**config.mk**
```make
export PLATFORM = sky130hd
export DESIGN_NAME = amp_mode_mute_fault_control
export DESIGN_NICKNAME = d
export VERILOG_FILES = /design/src/rtl/amp_ctl_pkg.sv /design/src/rtl/amp_in_sync.sv /design/src/rtl/amp_mode_mute_fault_control.sv
export SDC_FILE = /design/constraint.sdc
export NUM_CORES = 1
export LEC_CHECK = 0
export BUFFER_PORTS_ARGS = -buffer_cell sky130_fd_sc_hd__buf_2
export CAP_MARGIN = 20
export CORE_MARGIN = 3
export CORE_UTILIZATION = 35
export DETAILED_ROUTE_END_ITERATION = 10
export GPL_ROUTABILITY_DRIVEN = 0
export PLACE_DENSITY = 0.64
export SETUP_SLACK_MARGIN = 0.05
export SLEW_MARGIN = 20
export SYNTH_ARGS = -nofsm -noshare
export SYNTH_HDL_FRONTEND = slang
export SYNTH_SLANG_ARGS = --single-unit
export TNS_END_PERCENT = 10
```
**constraint.sdc**
```tcl
create_clock -name clock -period 4.7 [get_ports clock]
set_clock_uncertainty 0.2 [all_clocks]
set_input_delay 0.47 -clock clock [delete_from_list [all_inputs] [get_ports clock]]
set_output_delay 0.47 -clock clock [all_outputs]
set_load 0.01 [all_outputs]
```
**src/rtl/amp_ctl_pkg.sv**
```systemverilog
// Constants, register map and state encoding for the amplifier control block.
// Assumes a single 100 MHz clock and an APB master with 32-bit data.
// Function
// - Select input low enables the bridge amplifier; high enables the headphone amplifier.
// - At most one amplifier is active; the unselected one is held asleep.
// - Mute input low silences the selected amplifier; high lets it run.
// - A muted bridge amplifier turns on both bridges' low-side switches.
// - Power-down input low shuts the whole device down; high runs normally.
// - Fault status is a two-bit code on a low-order and high-order output.
// - With no fault both status bits read one.
// - Pump undervoltage drives low bit zero, high bit one, and grounds the load.
// - After pump recovery output resumes by itself but the pump code is held.
// - The held pump code clears only on a mute or power-down toggle or power cycle.
// - Over-temperature drives both status bits zero and grounds the load.
// - Output resumes by itself once the die has cooled by the hysteresis.
// - After cooling both bits stay zero until a mute or power-down toggle.
// - Thermal protection and reporting behave the same in headphone mode.
// - Low headphone supply disables the headphone amplifier, with no status report.
package amp_ctl_pkg;

   // APB address width and register byte offsets
   localparam int            ADDR_W       = 8;
   localparam logic [7:0]    OFS_STATE    = 8'h00;
   localparam logic [7:0]    OFS_IRQ_STAT = 8'h04;
   localparam logic [7:0]    OFS_IRQ_MASK = 8'h08;

   // Interrupt bits, shared by status and mask
   localparam int            NUM_IRQ      = 4;
   localparam int            IRQ_PUMP     = 0;
   localparam int            IRQ_HOT      = 1;
   localparam int            IRQ_PLOW     = 2;
   localparam int            IRQ_CLEAR    = 3;
   localparam logic [3:0]    IRQ_MASK_RST = 4'h0;
   localparam logic [3:0]    IRQ_STAT_RST = 4'h0;

   // Synchronised input vector layout
   localparam int            NUM_SYNC     = 8;
   localparam int            SYN_SEL      = 0;
   localparam int            SYN_MUTE     = 1;
   localparam int            SYN_PD       = 2;
   localparam int            SYN_PUMP     = 3;
   localparam int            SYN_HOT      = 4;
   localparam int            SYN_PLOW     = 5;
   localparam int            SYN_PIN_LO   = 6;
   localparam int            SYN_PIN_HI   = 7;
   // Idle pin levels, so no false mute or power-down edge follows reset
   localparam logic [7:0]    SYNC_RST     = 8'hc6;

   // State register field positions
   localparam int            RB_SYNC_LSB  = 0;
   localparam int            RB_PUMP_HELD = 8;
   localparam int            RB_HOT_HELD  = 9;
   localparam int            RB_STAT_LO   = 10;
   localparam int            RB_STAT_HI   = 11;
   localparam int            RB_OP_LSB    = 12;

   // Status codes as {high bit, low bit}
   localparam logic [1:0]    CODE_OK      = 2'h3;
   localparam logic [1:0]    CODE_PUMP    = 2'h2;
   localparam logic [1:0]    CODE_HOT     = 2'h0;

   // Analog thresholds applied by the sensors in front of this logic
   localparam int            THERM_HYST_C = 20;
   localparam int            PHONE_UV_MV  = 4500;

   // Operating state, one-hot
   typedef enum logic [3:0] {
      OP_OFF     = 4'h1,
      OP_RUN     = 4'h2,
      OP_MUTE    = 4'h4,
      OP_PROTECT = 4'h8
   } op_state_t;

endpackage : amp_ctl_pkg

```
**src/rtl/amp_in_sync.sv**
```systemverilog
// Two-stage synchroniser for the asynchronous pins and analog monitor flags.
// Assumes inputs may change at any time relative to clock.
`timescale 1ns/1ps
module amp_in_sync (
   // Clock and reset
   input  wire logic                           clock,
   input  wire logic                           rstn,
   // Raw and synchronised levels
   input  wire logic [amp_ctl_pkg::NUM_SYNC-1:0] async_in,
   output logic      [amp_ctl_pkg::NUM_SYNC-1:0] sync_out
);
   import amp_ctl_pkg::*;

   typedef struct packed {
      logic [NUM_SYNC-1:0] stage1;
      logic [NUM_SYNC-1:0] stage2;
   } sync_state_t;

   sync_state_t cs_q;
   sync_state_t cs_d;

   // Stage one feeds only stage two, so metastability never reaches logic
   always_comb begin
      cs_d        = cs_q;
      cs_d.stage1 = async_in;
      cs_d.stage2 = cs_q.stage1;
   end

   // Register both stages
   always_ff @(posedge clock) begin
      if (!rstn) begin
         cs_q.stage1 <= SYNC_RST;
         cs_q.stage2 <= SYNC_RST;
      end else begin
         cs_q <= cs_d;
      end
   end

   assign sync_out = cs_q.stage2;

endmodule : amp_in_sync

```
**src/rtl/amp_mode_mute_fault_control.sv**
```systemverilog
// Mode, mute, shutdown and fault protection control with an APB register file.
// Assumes the thermal and supply monitors are analog comparators with their own
// hysteresis, and that pins and monitor flags are asynchronous to clock.
`timescale 1ns/1ps
module amp_mode_mute_fault_control (
   // Clock and reset
   input  wire logic                           clock,
   input  wire logic                           rstn,
   // APB slave
   input  wire logic                           psel,
   input  wire logic                           penable,
   input  wire logic                           pwrite,
   input  wire logic [amp_ctl_pkg::ADDR_W-1:0] paddr,
   input  wire logic [31:0]                    pwdata,
   output logic      [31:0]                    prdata,
   output logic                                pready,
   output logic                                pslverr,
   // Host control pins
   input  wire logic                           amp_select,
   input  wire logic                           mute_n,
   input  wire logic                           powerdown_n,
   // Analog monitor flags
   input  wire logic                           pump_undervolt,
   input  wire logic                           over_temp,
   input  wire logic                           phone_supply_low,
   // Amplifier controls
   output logic                                bridge_enable,
   output logic                                phone_enable,
   output logic                                bridge_sleep,
   output logic                                phone_sleep,
   output logic                                low_side_on,
   output logic                                amp_mute,
   output logic                                chip_shutdown,
   // Open-drain status pair
   input  wire logic                           status_lo_i,
   output logic                                status_lo_o,
   output logic                                status_lo_oe,
   input  wire logic                           status_hi_i,
   output logic                                status_hi_o,
   output logic                                status_hi_oe,
   // Interrupt
   output logic                                irq
);
   import amp_ctl_pkg::*;

   typedef struct packed {
      op_state_t            state;
      logic                 mute_prev;
      logic                 pd_prev;
      logic                 pump_prev;
      logic                 hot_prev;
      logic                 plow_prev;
      logic                 pump_held;
      logic                 hot_held;
      logic                 bridge_en;
      logic                 phone_en;
      logic                 bridge_slp;
      logic                 phone_slp;
      logic                 low_side;
      logic                 muted;
      logic                 chip_off;
      logic                 stat_lo;
      logic                 stat_hi;
      logic [NUM_IRQ-1:0]   irq_stat;
      logic [NUM_IRQ-1:0]   irq_mask;
      logic                 irq;
      logic [31:0]          rdata;
   } ctl_state_t;

   ctl_state_t           cs_q;
   ctl_state_t           cs_d;
   logic [NUM_SYNC-1:0]  raw_in;
   logic [NUM_SYNC-1:0]  syn;
   logic                 sel_s;
   logic                 mute_s;
   logic                 pd_s;
   logic                 pump_s;
   logic                 hot_s;
   logic                 plow_s;
   logic                 clr;
   logic [NUM_IRQ-1:0]   ev;
   logic [NUM_IRQ-1:0]   w1c;
   logic [2:0]           hit;

   // One-hot register decode {mask, status, state}; zero means unmapped
   function automatic logic [2:0] reg_hit(input logic [ADDR_W-1:0] a);
      logic [2:0] h;
      h = 3'h0;
      if (a == OFS_STATE) begin
         h = 3'h1;
      end
      if (a == OFS_IRQ_STAT) begin
         h = 3'h2;
      end
      if (a == OFS_IRQ_MASK) begin
         h = 3'h4;
      end
      return h;
   endfunction : reg_hit

   // Every pin and monitor flag crosses two flops before use
   assign raw_in[SYN_SEL]    = amp_select;
   assign raw_in[SYN_MUTE]   = mute_n;
   assign raw_in[SYN_PD]     = powerdown_n;
   assign raw_in[SYN_PUMP]   = pump_undervolt;
   assign raw_in[SYN_HOT]    = over_temp;
   assign raw_in[SYN_PLOW]   = phone_supply_low;
   assign raw_in[SYN_PIN_LO] = status_lo_i;
   assign raw_in[SYN_PIN_HI] = status_hi_i;

   amp_in_sync u_sync (
      .clock    (clock),
      .rstn     (rstn),
      .async_in (raw_in),
      .sync_out (syn)
   );

   // Named views of the synchronised levels
   assign sel_s  = syn[SYN_SEL];
   assign mute_s = syn[SYN_MUTE];
   assign pd_s   = syn[SYN_PD];
   assign pump_s = syn[SYN_PUMP];
   assign hot_s  = syn[SYN_HOT];
   assign plow_s = syn[SYN_PLOW];

   // Clearing toggle: a return high after a low period on mute or power-down
   assign clr = (mute_s & ~cs_q.mute_prev) | (pd_s & ~cs_q.pd_prev);

   // Interrupt events are rising edges of the fault flags and clearing toggles while a flag is held
   assign ev[IRQ_PUMP]  = pump_s & ~cs_q.pump_prev;
   assign ev[IRQ_HOT]   = hot_s & ~cs_q.hot_prev;
   assign ev[IRQ_PLOW]  = plow_s & ~cs_q.plow_prev;
   assign ev[IRQ_CLEAR] = clr & (cs_q.pump_held | cs_q.hot_held);

   // Bus decode and write-one-to-clear mask
   assign hit = reg_hit(paddr);
   assign w1c = (psel & penable & pwrite & hit[1]) ? pwdata[NUM_IRQ-1:0] : IRQ_STAT_RST;

   // Next-state logic for the whole block
   always_comb begin
      cs_d           = cs_q;
      cs_d.mute_prev = mute_s;
      cs_d.pd_prev   = pd_s;
      cs_d.pump_prev = pump_s;
      cs_d.hot_prev  = hot_s;
      cs_d.plow_prev = plow_s;

      // Held flags: a live fault wins over a clear in the same cycle
      cs_d.pump_held = pump_s | (cs_q.pump_held & ~clr);
      cs_d.hot_held  = hot_s | (cs_q.hot_held & ~clr);

      // Operating state; shutdown first, then live faults, then mute
      case (cs_q.state)
         OP_OFF, OP_RUN, OP_MUTE, OP_PROTECT: begin
            if (!pd_s) begin
               cs_d.state = OP_OFF;
            end else if (pump_s | hot_s) begin
               cs_d.state = OP_PROTECT;
            end else if (!mute_s) begin
               cs_d.state = OP_MUTE;
            end else begin
               cs_d.state = OP_RUN;
            end
         end
         default: begin
            cs_d.state = OP_OFF;
         end
      endcase

      // Amplifier controls follow the next state, registered
      cs_d.bridge_en  = 1'b0;
      cs_d.phone_en   = 1'b0;
      cs_d.bridge_slp = sel_s;
      cs_d.phone_slp  = ~sel_s;
      cs_d.low_side   = 1'b0;
      cs_d.muted      = 1'b0;
      cs_d.chip_off   = 1'b0;
      case (cs_d.state)
         OP_RUN: begin
            cs_d.bridge_en = ~sel_s;
            cs_d.phone_en  = sel_s & ~plow_s;
         end
         OP_MUTE: begin
            cs_d.muted    = 1'b1;
            cs_d.low_side = ~sel_s;
         end
         OP_PROTECT: begin
            cs_d.low_side = 1'b1;
         end
         OP_OFF: begin
            cs_d.chip_off   = 1'b1;
            cs_d.bridge_slp = 1'b1;
            cs_d.phone_slp  = 1'b1;
         end
         default: begin
            cs_d.chip_off = 1'b1;
         end
      endcase

      // Status code from held flags; thermal has priority
      if (cs_d.hot_held) begin
         {cs_d.stat_hi, cs_d.stat_lo} = CODE_HOT;
      end else if (cs_d.pump_held) begin
         {cs_d.stat_hi, cs_d.stat_lo} = CODE_PUMP;
      end else begin
         {cs_d.stat_hi, cs_d.stat_lo} = CODE_OK;
      end

      // Interrupt status and mask; a new event wins over a same-cycle clear
      cs_d.irq_stat = ev | (cs_q.irq_stat & ~w1c);
      if (psel & penable & pwrite & hit[2]) begin
         cs_d.irq_mask = pwdata[NUM_IRQ-1:0];
      end
      cs_d.irq = |(cs_d.irq_stat & cs_d.irq_mask);

      // Read data captured in the setup phase so prdata comes from a flop
      if (psel & ~penable & ~pwrite) begin
         cs_d.rdata = 32'h0;
         if (hit[0]) begin
            cs_d.rdata[RB_SYNC_LSB +: NUM_SYNC] = syn;
            cs_d.rdata[RB_PUMP_HELD]            = cs_q.pump_held;
            cs_d.rdata[RB_HOT_HELD]             = cs_q.hot_held;
            cs_d.rdata[RB_STAT_LO]              = cs_q.stat_lo;
            cs_d.rdata[RB_STAT_HI]              = cs_q.stat_hi;
            cs_d.rdata[RB_OP_LSB +: 4]          = cs_q.state;
         end
         if (hit[1]) begin
            cs_d.rdata[NUM_IRQ-1:0] = cs_q.irq_stat;
         end
         if (hit[2]) begin
            cs_d.rdata[NUM_IRQ-1:0] = cs_q.irq_mask;
         end
      end
   end

   // State register; reset stands for a supply power cycle
   always_ff @(posedge clock) begin
      if (!rstn) begin
         cs_q            <= '0;
         cs_q.state      <= OP_OFF;
         cs_q.chip_off   <= 1'b1;
         cs_q.bridge_slp <= 1'b1;
         cs_q.phone_slp  <= 1'b1;
         cs_q.stat_lo    <= 1'b1;
         cs_q.stat_hi    <= 1'b1;
         cs_q.mute_prev  <= SYNC_RST[SYN_MUTE];
         cs_q.pd_prev    <= SYNC_RST[SYN_PD];
         cs_q.irq_mask   <= IRQ_MASK_RST;
         cs_q.irq_stat   <= IRQ_STAT_RST;
      end else begin
         cs_q <= cs_d;
      end
   end

   // Zero-wait slave; unmapped offsets answer with an error
   assign pready  = 1'b1;
   assign pslverr = psel & penable & ~|hit;
   assign prdata  = cs_q.rdata;

   // Amplifier control outputs
   assign bridge_enable = cs_q.bridge_en;
   assign phone_enable  = cs_q.phone_en;
   assign bridge_sleep  = cs_q.bridge_slp;
   assign phone_sleep   = cs_q.phone_slp;
   assign low_side_on   = cs_q.low_side;
   assign amp_mute      = cs_q.muted;
   assign chip_shutdown = cs_q.chip_off;

   // Open drain: pull low for a zero bit, release for a one
   assign status_lo_o  = 1'b0;
   assign status_lo_oe = ~cs_q.stat_lo;
   assign status_hi_o  = 1'b0;
   assign status_hi_oe = ~cs_q.stat_hi;
   assign irq          = cs_q.irq;

   // Never both amplifiers enabled, and exactly one asleep while powered
   chk_one_active: assert property (
      @(posedge clock) disable iff (!rstn)
      !chip_shutdown |-> !(bridge_enable && phone_enable) && (bridge_sleep != phone_sleep))
      else $error("both amplifiers active or sleep state wrong");

   // Clean bridge-mode conditions enable the bridge next cycle
   chk_sel_bridge: assert property (
      @(posedge clock) disable iff (!rstn)
      (pd_s && mute_s && !pump_s && !hot_s && !sel_s) |=> bridge_enable && !low_side_on)
      else $error("bridge not enabled when selected");

   // Muted bridge grounds the load
   chk_mute_ground: assert property (
      @(posedge clock) disable iff (!rstn)
      (pd_s && !mute_s && !pump_s && !hot_s && !sel_s) |=> low_side_on && amp_mute && !bridge_enable)
      else $error("muted bridge did not ground load");

   // Power-down low shuts everything off
   chk_pd_off: assert property (
      @(posedge clock) disable iff (!rstn)
      !pd_s |=> chip_shutdown && !bridge_enable && !phone_enable && !low_side_on)
      else $error("power-down did not shut down");

   // Live fault grounds the load in either mode
   chk_fault_ground: assert property (
      @(posedge clock) disable iff (!rstn)
      (pd_s && (pump_s || hot_s)) |=> low_side_on && !bridge_enable && !phone_enable)
      else $error("fault did not ground load");

   // Pins show the code of the held flags, thermal first
   chk_code_map: assert property (
      @(posedge clock) disable iff (!rstn)
      cs_q.hot_held |-> status_lo_oe && status_hi_oe)
      else $error("thermal code not shown");

   chk_pump_code: assert property (
      @(posedge clock) disable iff (!rstn)
      (cs_q.pump_held && !cs_q.hot_held) |-> status_lo_oe && !status_hi_oe)
      else $error("pump code not shown");

   // Held fault survives recovery until a toggle
   chk_hold_fault: assert property (
      @(posedge clock) disable iff (!rstn)
      (cs_q.pump_held && !clr) |=> cs_q.pump_held)
      else $error("pump fault dropped without toggle");

   // A mute return high with no live fault clears both held flags
   chk_toggle_clr: assert property (
      @(posedge clock) disable iff (!rstn)
      ($rose(mute_s) && !pump_s && !hot_s) |=> !cs_q.pump_held && !cs_q.hot_held && !status_lo_oe)
      else $error("toggle did not clear status");

   // Low headphone supply disables the headphone without touching status
   chk_phone_low: assert property (
      @(posedge clock) disable iff (!rstn)
      (plow_s && !pump_s && !hot_s && !clr) |=> !phone_enable && $stable(status_lo_oe) && $stable(status_hi_oe))
      else $error("headphone supply drop handled wrong");

endmodule : amp_mode_mute_fault_control

```
=== Word level (Yosys, flattened, before mapping) ===
Index checks and enable logic that the tools add are counted.

* Register bits after elaboration: 61
* Input bits: 53
* Output and inout port bits: 46
* Logic and storage cells: 96

* Equality and inequality tests: 10
* Mux-type cells: 17
* Bitwise operators: 38
* Reductions and logical operators: 8

{| class="wikitable"
|+ Operators by type and width
! operator !! number
|-
| $mux 4 || 7
|-
| $and 1x1->1 || 16
|-
| $mux 16 || 1
|-
| $not 1->1 || 13
|-
| $mux 3 || 3
|-
| $and 4x4->4 || 2
|-
| $eq 4x1->1 const B || 2
|-
| $eq 4x2->1 const B || 2
|-
| $eq 4x3->1 const B || 2
|-
| $eq 4x4->1 const B || 2
|-
| $eq 8x3->1 const B || 1
|-
| $eq 8x4->1 const B || 1
|-
| $logic_not 8->1 || 1
|-
| $reduce_or 4->1 || 2
|-
| $reduce_or 3->1 || 2
|-
| $or 1x1->1 || 5
|-
| $mux 2 || 2
|-
| $not 4->4 || 1
|-
| $or 4x4->4 || 1
|-
| $mux 1 || 3
|-
| $pmux 1 s2 || 1
|-
| $reduce_and 2->1 || 1
|-
| $reduce_or 2->1 || 1
|-
| $logic_not 1->1 || 1
|}

=== Logic depth before layout (Yosys ltp) ===
Gate-level depths: netlist of run 1.

* Depth in word-level cells: 11
* Gate-level depth with buffers: 7
* Mapped depth without buffers: 5

=== Hierarchy ===
From an unflattened synthesis of run 1, not the netlist that was laid out.

* Cells, all modules: 248
* Area, all modules: 2479.9 µm²

{| class="wikitable"
|+ By module, submodules not included
! module !! instances !! cells an instance !! area an instance (µm²) !! seq. area each (µm²)
|-
| amp_mode_mute_fault_control || 1 || 215 || 2048.2 || 900.9
|-
| amp_in_sync || 1 || 33 || 431.7 || 320.3
|}

=== Worst setup path before layout of run 1 ===
No wires, ideal clock.

* Kind: in2reg
* Start point: input port paddr[1] (netlist bit)
* End point: register cs_q (netlist bit irq)
* Setup time: 125 ps
* Arrival time: 1785 ps
* Data required time: 4375 ps
* Slack: 2590 ps
* Stages on the path: 6
* Path buffers: 1
* Cell sequence: nor4_4 and4b_1 buf_6 mux2i_1 a21oi_1 o41a_1

* Longest elaborated chain between the ends: 10

{| class="wikitable"
|+ RTL lines
! element !! RTL line !! RTL
|-
| from (decl) || amp_mode_mute_fault_control.sv:13 || <nowiki>input wire logic [amp_ctl_pkg::ADDR_W-1:0] paddr,</nowiki>
|-
| $eq 8x3->1 || amp_mode_mute_fault_control.sv:92 || <nowiki>if (a == OFS_IRQ_STAT) begin</nowiki>
|-
| $mux 3 || amp_mode_mute_fault_control.sv:92 ||
|-
| $mux 3 * || amp_mode_mute_fault_control.sv:95 || <nowiki>if (a == OFS_IRQ_MASK) begin</nowiki>
|-
| $and 1x1->1 || amp_mode_mute_fault_control.sv:137 || <nowiki>assign w1c = (psel & penable & pwrite & hit[1]) ? pwdata[NUM_IRQ-1:0] : IRQ_STAT_RST;</nowiki>
|-
| $mux 4 || amp_mode_mute_fault_control.sv:137 ||
|-
| $not 4->4 || amp_mode_mute_fault_control.sv:210 || <nowiki>cs_d.irq_stat = ev | (cs_q.irq_stat & ~w1c);</nowiki>
|-
| $and 4x4->4 || amp_mode_mute_fault_control.sv:210 ||
|-
| $or 4x4->4 || amp_mode_mute_fault_control.sv:210 ||
|-
| $and 4x4->4 * || amp_mode_mute_fault_control.sv:214 || <nowiki>cs_d.irq = |(cs_d.irq_stat & cs_d.irq_mask);</nowiki>
|-
| $reduce_or 4->1 * || amp_mode_mute_fault_control.sv:214 ||
|-
| to (signal assigned) || amp_mode_mute_fault_control.sv:251 || <nowiki>cs_q <= cs_d;</nowiki>
|-
| to (decl) || amp_mode_mute_fault_control.sv:70 || <nowiki>ctl_state_t cs_q;</nowiki>
|}

Mark *: on every way between the ends. The rest lies on a longest branch, timed or not.
A chain may end at the register's enable or synchronous reset.

=== Worst setup path after layout of run 1 ===
* Start point: input port pwrite
* End point: register cs_q (netlist bit prdata[14])

* Longest elaborated chain between the ends: 2

{| class="wikitable"
|+ RTL lines
! element !! RTL line !! RTL
|-
| from (decl) || amp_mode_mute_fault_control.sv:12 || <nowiki>input wire logic pwrite,</nowiki>
|-
| $not 1->1 || amp_mode_mute_fault_control.sv:217 || <nowiki>if (psel & ~penable & ~pwrite) begin</nowiki>
|-
| $and 1x1->1 || amp_mode_mute_fault_control.sv:217 ||
|}

Every way passes these cells.

==> flow_summary.yaml, run 1 <==
sta:
  tightest_slew_ns: 0.775
  timing.setup.tns_ns: 0
  setup_viol: 0
  rsz0062_at_grt: "no"
  fmax_mhz: 468
  finalCritPeriodShare_pct: 45.4
  report.final.slew_viol_count: 0
  period_needed_ns: 2.14
  max_slew_margin_pct: 47.9
  finalHoldViolCount: 0
routing:
  vias: 1635
  drt_first_iter_violations: 73
  routed_wl_microns: 4680
  via_per_inst: 4.27
  drc_errors: 0
  ant_nets: 0
  wl_per_cell_microns: 12.2
  first_pass_iters: 4
layout:
  nNetsFinal: 335
  fillers: 727
  ff_latch_area_sq_mm: 0.00122
  syn_to_final_growth_pct: 11.9
  final_common_cell: "dfxtp_1"
  design_area_sq_mm: 0.00278
  antenna_cells: 0
  drive_gt1_share_pct: 26.5
  instances_no_fill: 383
  multi_input_comb_area_sq_um: 968
  final_cell_mix: "dfxtp_1 (61), buf_2 (51), nor2b_1 (21)"
placement:
  port_buffers: 51
  placed_cell_area_sq_mm: 0.00260
  dp_cells: 367
  dp_hpwl_microns: 3230
floorplan:
  rows: 30
  dieArea_sq_mm: 0.00814
  start_util_pct: 36.4
  core-area_sq_mm: 0.00683
  fp.dieW_microns: 90.2
  die_y_microns: 90.2
  ios: 99
critical_path:
  crit_path_max_incr_delay_ns: 0.68
  cp_top_family: "simple AND/OR/NAND/NOR gates"
  critical_path_class: "input port to flop"
  start_kind: "input port"
  critical_path.cell_chain: "buf_2 > or3b_2 > nor4_4 > a22oi_1 > nor2b_1"
  cp-end-kind: "flop"
  required_ns: 4.76
  worstPathArrival_ns: 2.19
  cp_num_buf_inv: 1
  crit_slowest_cell: "or3b_2"
  path_max_fanout: 18
yosys:
  synth_xor_xnor_area_share_pct: 0.353
  synth_top_cells_by_area: "dfxtp_1 (49%), buf_4 (11%), nor2b_1 (5.3%)"
  synth_compound_area_share_pct: 10.8
  ys_async_sr_fraction_pct: 0
  yosysSeqAreaShare_pct: 49.2
  yosys.area_share.adder_pct: 0
  yosysUniqueCellTypes: 40
  synthSimpleGateAreaFrac_pct: 21.7
  yosys-mux-area-fraction_pct: 3.22
  synth_area_sq_mm: 0.00248
  ys.warnings.count: 0
  synth_flop_cell: "dfxtp_1"
  syn_inst: 248
  synth_area_leader_cell: "dfxtp_1"
  synth_top_family_by_area: "simple AND/OR/NAND/NOR gates"
  ys_ff_latch: 61
  syn_avg_cell_area_sq_um: 10.0
  synth-edff-count: 0
  yosys.area.top_type_share_pct: 49.2
clock_network:
  numCtsBuffers: 9
  cts_hold_buf: 0
  post_cts_buffers: 0
  clkTransAtPathRegs_ns: 0.06
  post_cts_resized: 0
  tritoncts: "built"
  clock_sinks: 61
  cts_buffer_depth: 2
  ctsRootBufferMaster: "clkbuf_8"
  ctsHtreeMaxLevel: 3
  clock_latency_ns: 0.33
flow_run:
  cap_violations: 0
power_and_ir_drop:
  finalPower_uw: 1040
  cellPowerDensity_mw_per_mm2: 373
  power.leakage_uw: 0.00120
  ir_drop_mv: 0.187
global_route:
  grt_pass1_vias: 1572
  grt_pass1_wl_microns: 7590
  antenna_found_initial: 0
  grt_max_degree: 53
  grt_remaining_overflow: 0
  grt_usage_pct: 11.8
status:
  outcome: "complete, no violations"
hold_path:
  hp-class: "input port to flop"
## report_power, final
group          switching, uW  internal (uW)
clock network            189            217
logic                   47.5           33.9
registers               11.5            537
total                    248            788
## state kept, by name, indices dropped and copies added, names as in the netlist, 8 cells and up
| name | cells |
|---|---|
| prdata | 16 |
| u_sync.sync_out | 8 |
| u_sync.cs_d | 8 |
| cs_q | 21 |
## metal layers
metal,GRT usage (%),wire length [microns],up-vias
met5,0,0,-
met4,5.61,45,0
met3,4.52,314,4
met2,16.4,2040,59
met1,15.9,2280,730
li1,-,-,842
## final timing paths
check / from / endpoint / slack, ns / depth (start not counted)
max: pwrite / prdata[14] / 2.56 / 5
min: status_hi_i / u_sync.cs_d[7] / 0.13 / 2
max reg2reg: cs_q[57] / phone_enable / 2.66 / 5
min reg2reg: u_sync.cs_d[2] / u_sync.sync_out[2] / 0.20 / 1
## cell type report
class                      instances  area share [%]
timing repair buffer              51            9.18
clock inverter                     4           0.810
clock buffer                      12            5.58
inverter                          10            1.35
multi-input combinational        149            34.8
tap                               96            4.32
sequential                        61            43.9
## kinds of logic after synthesis
kind of cell | Yosys count
AO/OA/AOI/OAI | 39
XOR/XNOR | 1
multiplexers | 8
buffers and inverters | 55
AND/OR/NAND/NOR | 82
flip-flops | 61
other | 2
## worst reg2reg max path: cells and delay by family (launching register included)
family          cells  cell delay [ns]
flops               1             0.35
compound gates      1             0.31
simple gates        3             1.01
buf+inv             1             0.06
## cells in the mapped netlist (2+ instances only)
library cell,n
conb_1,2
nor2b_1,21
nor4_4,2
nand2_1,9
a21oi_1,5
clkbuf_1,6
a21boi_0,3
nor2_1,8
a22oi_1,17
o21ai_0,8
dfxtp_1,61
mux2i_1,8
buf_6,2
nand4_1,2
nand3_1,2
and2_1,11
and2b_2,2
buf_4,36
nand2b_1,13
inv_1,10
## per-stage QoR
stage | utilization [%] | hold slack, ns | setup WS (ns)
detailed placement | 38.1 | 0.193 | 2.20
finish | 40.7 | 0.127 | 2.56
floorplan | - | 0.186 | 2.59
CTS | 40.7 | 0.105 | 2.54
global route | 40.7 | 0.121 | 2.44
global placement | 38.1 | 0.190 | 2.23
No activity file was read; power rests on OpenSTA's default activity.
==> inputs of run 2 (changes only) <==
Settings changed: ABC_AREA set to 1, PLACE_DENSITY 0.64 to 0.66.
Clock period 4.7 ns to 1.71 ns, I/O delays scaled along.
==> run 2 against run 1 <==
Total power rose to 2.9 times the previous value; combinational power rose to 3.6 times the previous value; non-clock buffer count rose by 16; global-route usage rose by 0.91 points; critical path type is now input port to output port; highest routed layer unchanged.
==> flow_summary.yaml, run 2 <==
yosys:
  yosys.area_share.adder_pct: 0
  yosysUniqueCellTypes: 28
  ys_async_sr_fraction_pct: 0
  ys_ff_latch: 61
  syn_avg_cell_area_sq_um: 8.03
  synthSimpleGateAreaFrac_pct: 21.5
  yosys-mux-area-fraction_pct: 0
  yosys.area.top_type_share_pct: 49.7
  synth_area_sq_mm: 0.00246
  yosysSeqAreaShare_pct: 49.7
  synth_xor_xnor_area_share_pct: 0
  synth_top_cells_by_area: "dfxtp_1 (50%), buf_4 (11%), nand2_1 (10%)"
  synth_flop_cell: "dfxtp_1"
  syn_inst: 306
  synth-edff-count: 0
  ys.warnings.count: 0
  synth_top_family_by_area: "simple AND/OR/NAND/NOR gates"
  ys_top_cells_by_count: "nand2_1 (66), dfxtp_1 (61), buf_4 (35)"
  synth_area_leader_cell: "dfxtp_1"
  synth_most_common_cell: "nand2_1"
  synth_compound_area_share_pct: 10.9
sta:
  worst_slack_ns: 0.184
  finalCritPeriodShare_pct: 89.2
  period_needed_ns: 1.53
  fmax_mhz: 655
  setup_viol: 0
  report.final.slew_viol_count: 0
  finalHoldViolCount: 0
  timing.setup.tns_ns: 0
  rsz0062_at_grt: "no"
  fin_hold_ws_ns: 0.0373
global_route:
  grt_usage_pct: 12.7
  grt_pass1_vias: 1909
  grt_remaining_overflow: 0
  antenna_found_initial: 0
  grt_max_degree: 31
  grt_pass1_wl_microns: 8320
power_and_ir_drop:
  finalPower_uw: 2960
  switching_share_pct: 23.8
  cell_internal_pwr_uw: 2250
  cellPowerDensity_mw_per_mm2: 1010
  power.leakage_uw: 0.00147
  p_sw_uw: 704
  clock_power_share_pct: 38.5
  ir_drop_mv: 0.436
  p_seq_share_pct: 51.7
  power_frac_comb_pct: 9.8
clock_network:
  cts_buffer_depth: 2
  ctsRootBufferMaster: "clkbuf_8"
  clock_latency_ns: 0.33
  clkTransAtPathRegs_ns: 0.06
  tritoncts: "built"
  ctsHtreeMaxLevel: 3
  clock_sinks: 61
  numCtsBuffers: 9
routing:
  drc_errors: 0
  routed_wl_microns: 4710
  wl_per_cell_microns: 10.4
  vias: 1900
  first_pass_iters: 4
  drt_first_iter_violations: 59
  via_per_inst: 4.19
  ant_nets: 0
layout:
  drive_gt1_share_pct: 25.8
  ff_latch_area_sq_mm: 0.00122
  top_register: "cs_q"
  syn_to_final_growth_pct: 19.0
  instances_no_fill: 454
  multi_input_comb_area_sq_um: 878
  fillers: 684
  nNetsFinal: 410
  antenna_cells: 0
  final_cell_mix: "nand2_1 (66), dfxtp_1 (61), buf_2 (51)"
  largest_reg_flops: 21
  final_common_cell: "nand2_1"
placement:
  dp_cells: 427
  dp_slack_ns: 0.111
  dp_hpwl_microns: 3370
  port_buffers: 51
floorplan:
  dieArea_sq_mm: 0.00807
  ios: 99
  core-area_sq_mm: 0.00657
  fp.dieW_microns: 89.8
  rows: 29
  die_y_microns: 89.8
  start_util_pct: 37.4
critical_path:
  cp-end-kind: "output port"
  worstPathArrival_ns: 1.15
  start_kind: "input port"
  critical_path_class: "input port to output port"
  path_max_fanout: 17
  required_ns: 1.34
flow_run:
  cap_violations: 0
status:
  outcome: "complete, no violations"
hold_path:
  hp-class: "input port to flop"
## run 2: cell types whose count changed after synthesis, sizes merged, moves of 11 or more
cell    previous run  this run
nor2b             21         0
nand2             10        69
a21oi              5        24
o21ai              8        19
and2              11         0
inv               10        34
nor2               8        23
nand2b            13         0
a22oi             17         0
## run 2: metal layers
layer / track usage [%] / share of wire (%) / vias up
li1: - / - / 1003
met1: 14.4 / 46 / 844
met2: 21.1 / 47 / 48
met3: 4.17 / 5.3 / 5
met4: 6.90 / 1.6 / 0
met5: 0 / 0 / -
## run 2: worst paths after layout
path                   from            endpoint  slack [ns]  depth (start not counted)
max                paddr[7]             pslverr        0.18                          8
min                 penable           prdata[0]        0.04                          4
max reg2reg        cs_q[59]        phone_enable        0.29                          8
min reg2reg  u_sync.cs_d[2]  u_sync.sync_out[2]        0.22                          1
## run 2: cell families (layout without fill, tap and decap cells)
group           count (synthesis)  count (layout)
flops                          61              61
compound gates                 51              51
simple gates                  114             114
other cells                     2              19
buf+inv                        78             116
## run 2: power by group through the flow
| stage | clock, uW | sequential (uW) | combinational, uW |
|---|---|---|---|
| final | 1140 | 1530 | 290 |
| after global routing | 1230 | 1540 | 335 |
| after CTS | 1180 | 1530 | 293 |
| after detailed placement | 0 | 1560 | 272 |
| after global placement | 0 | 1560 | 267 |
| after floorplan | 0 | 1560 | 219 |
## run 2: layout make-up
cell class | count | area share, %
tap | 93 | 3.98
clock inverter | 1 | 0.171
inverter | 34 | 4.36
clock buffer | 14 | 5.90
timing repair buffer | 67 | 13.9
multi-input combinational | 184 | 30.0
sequential | 61 | 41.7
## run 2: through the flow
stage	util, %	instance area, sq um
finish	44.6	2930
global route	44.6	2930
CTS	44.5	2920
detailed placement	39.9	2620
global placement	39.9	2620
floorplan	-	2520
## run 2: what timing repair did
item	4_1_cts	5_1_grt
hold buffers	12	0
endpoints found under the hold margin	16	0
resized for setup	0	1
endpoints found under the setup margin	0	1
setup buffers	0	0
## run 2: worst max-delay path, cell delays in order
cell,delay [ns]
buf_2,0.10
nor2_2,0.13
nand2_4,0.10
nor2_1,0.10
nand3_1,0.08
inv_2,0.24
nor4_1,0.08
buf_2,0.15
==> inputs of run 3 (changes only) <==
Settings changed: SYNTH_HIERARCHICAL set to 1.
==> run 3 against run 2 <==
Combinational power grew 5%; largest power group unchanged; critical path depth shrank 2; design area grew 3.4%; critical endpoint is now phone_enable; die area grew 2.6%; final cell count grew 2.6%; first-iteration DRC count grew 5.1%; setup slack lost 0.042 ns.
==> flow_summary.yaml, run 3 <==
status:
  outcome: "complete, no violations"
yosys:
  synth_area_sq_mm: 0.00253
  ys_async_sr_fraction_pct: 0
  yosys.area.top_type_share_pct: 48.3
  synth_flop_cell: "dfxtp_1"
  synth_top_cells_by_area: "dfxtp_1 (48%), buf_4 (10%), nand2_1 (10%)"
  synth_most_common_cell: "nand2_1"
  ys_ff_latch: 61
  syn_avg_cell_area_sq_um: 8.15
  ys_top_cells_by_count: "nand2_1 (68), dfxtp_1 (61), inv_1 (39)"
  syn_inst: 310
  yosysUniqueCellTypes: 29
  yosysSeqAreaShare_pct: 48.3
  synth_area_leader_cell: "dfxtp_1"
  ys.warnings.count: 6
  synth-edff-count: 0
floorplan:
  start_util_pct: 36.6
  core-area_sq_mm: 0.00691
  dieArea_sq_mm: 0.00828
  fp.dieW_microns: 91.0
  die_y_microns: 91.0
  ios: 99
  rows: 30
routing:
  via_per_inst: 4.17
  routed_wl_microns: 5030
  ant_nets: 0
  drc_errors: 0
  first_pass_iters: 5
  drt_first_iter_violations: 62
  wl_per_cell_microns: 10.8
  vias: 1942
clock_network:
  clock_latency_ns: 0.34
  clkTransAtPathRegs_ns: 0.07
  clock_sinks: 61
  tritoncts: "built"
  post_cts_buffers: 0
  cts_buffer_depth: 2
  numCtsBuffers: 9
  ctsRootBufferMaster: "clkbuf_8"
  ctsHtreeMaxLevel: 3
layout:
  final_common_cell: "nand2_1"
  fillers: 712
  top_register: "cs_q"
  final_cell_mix: "nand2_1 (68), dfxtp_1 (61), buf_2 (51)"
  drive_gt1_share_pct: 25.4
  antenna_cells: 0
  largest_reg_flops: 21
  syn_to_final_growth_pct: 19.7
  nNetsFinal: 418
critical_path:
  crit_start: "cs_q[60]"
  cp_top_family: "simple AND/OR/NAND/NOR gates"
  worstPathArrival_ns: 1.62
  cp-end-kind: "flop"
  r2r-start: "cs_q[60]"
  start_kind: "flop"
  critical_path.cell_chain: "nor2_1 > o22ai_2 > nand3_1 > nor2_1 > nand3_1 > nor3_2"
  required_ns: 1.77
  rrSetupSlack_ns: 0.14
  critical_path_class: "flop to flop"
  crit_path_max_incr_delay_ns: 0.37
  crit_slowest_cell: "dfxtp_1"
  cp_num_buf_inv: 0
  path_max_fanout: 3
sta:
  fmax_mhz: 638
  worst_slack_ns: 0.142
  fin_hold_ws_ns: 0.0830
  setup_viol: 0
  finalCritPeriodShare_pct: 91.7
  finalHoldViolCount: 0
  rsz0062_at_grt: "no"
  period_needed_ns: 1.57
  timing.setup.tns_ns: 0
  report.final.slew_viol_count: 0
hold_path:
  hp-class: "input port to flop"
  min_from: "penable"
global_route:
  grt_max_degree: 24
  grt_pass1_wl_microns: 8270
  antenna_found_initial: 0
  grt_pass1_vias: 1776
  grt_remaining_overflow: 0
  grt_usage_pct: 12.7
power_and_ir_drop:
  finalPower_uw: 2960
  cellPowerDensity_mw_per_mm2: 979
  power.leakage_uw: 0.00153
  ir_drop_mv: 0.536
placement:
  dp_slack_ns: 0.152
  port_buffers: 51
  dp_hpwl_microns: 3550
flow_run:
  cap_violations: 0
==> run 3: layout make-up <==
cell class / instances / area [sq um] / share of cell area (%)
Clock buffer: 12 / 155 / 5.13
Clock inverter: 4 / 22.5 / 0.744
Inverter: 41 / 154 / 5.09
Multi-Input combinational cell: 181 / 902 / 29.8
Sequential cell: 61 / 1220 / 40.4
Tap cell: 96 / 120 / 3.97
Timing Repair Buffer: 71 / 450 / 14.9
==> run 3: repair_timing <==
item	CTS	global route
gates resized for setup	0	1
hold endpoints to repair	19	0
hold buffers	13	0
endpoints found under the setup margin	0	1
==> run 3: logic make-up (layout without fill, tap and decap cells) <==
| group | Yosys count | count (layout) | share of synthesized area [%] |
|---|---|---|---|
| AO/OA/AOI/OAI | 50 | 50 | 11.1 |
| other | 2 | 19 | 0.297 |
| buffers and inverters | 85 | 128 | 18.9 |
| AND/OR/NAND/NOR | 112 | 112 | 21.4 |
| flip-flops | 61 | 61 | 48.3 |
==> run 3: final timing paths <==
path | to | cells past startpoint
max | phone_enable | 6
min reg2reg | u_sync/sync_out[6] | 2
min | prdata[7] | 4
max reg2reg | phone_enable | 6
==> run 3: worst register-to-register path: stages, from the launching register on <==
cell and delay, ns:
dfxtp_1 0.37, nor2_1 0.08, o22ai_2 0.21, nand3_1 0.09, nor2_1 0.19, nand3_1 0.17
nor3_2 0.18
==> run 3: power by group <==
part | internal (uW) | total [uW] | switching [uW]
registers | 1500 | 1530 | 37.7
clock network | 597 | 1120 | 528
logic | 125 | 305 | 180
==> run 3: per-stage QoR <==
stage / area (sq um) / std cells / util, %
CTS: 3020 / 466 / 43.7
global route: 3030 / 466 / 43.8
detailed placement: 2710 / 437 / 39.3
finish: 3030 / 466 / 43.8
global placement: 2710 / 437 / 39.3
floorplan: 2590 / 327 / -
==> run 3: routing by layer <==
layer / GRT usage, % / share of wire [%]
met1: 15.6 / 46
met5: 0 / 0
met2: 19.1 / 46
met3: 6.05 / 6.8
met4: 4.77 / 1.1
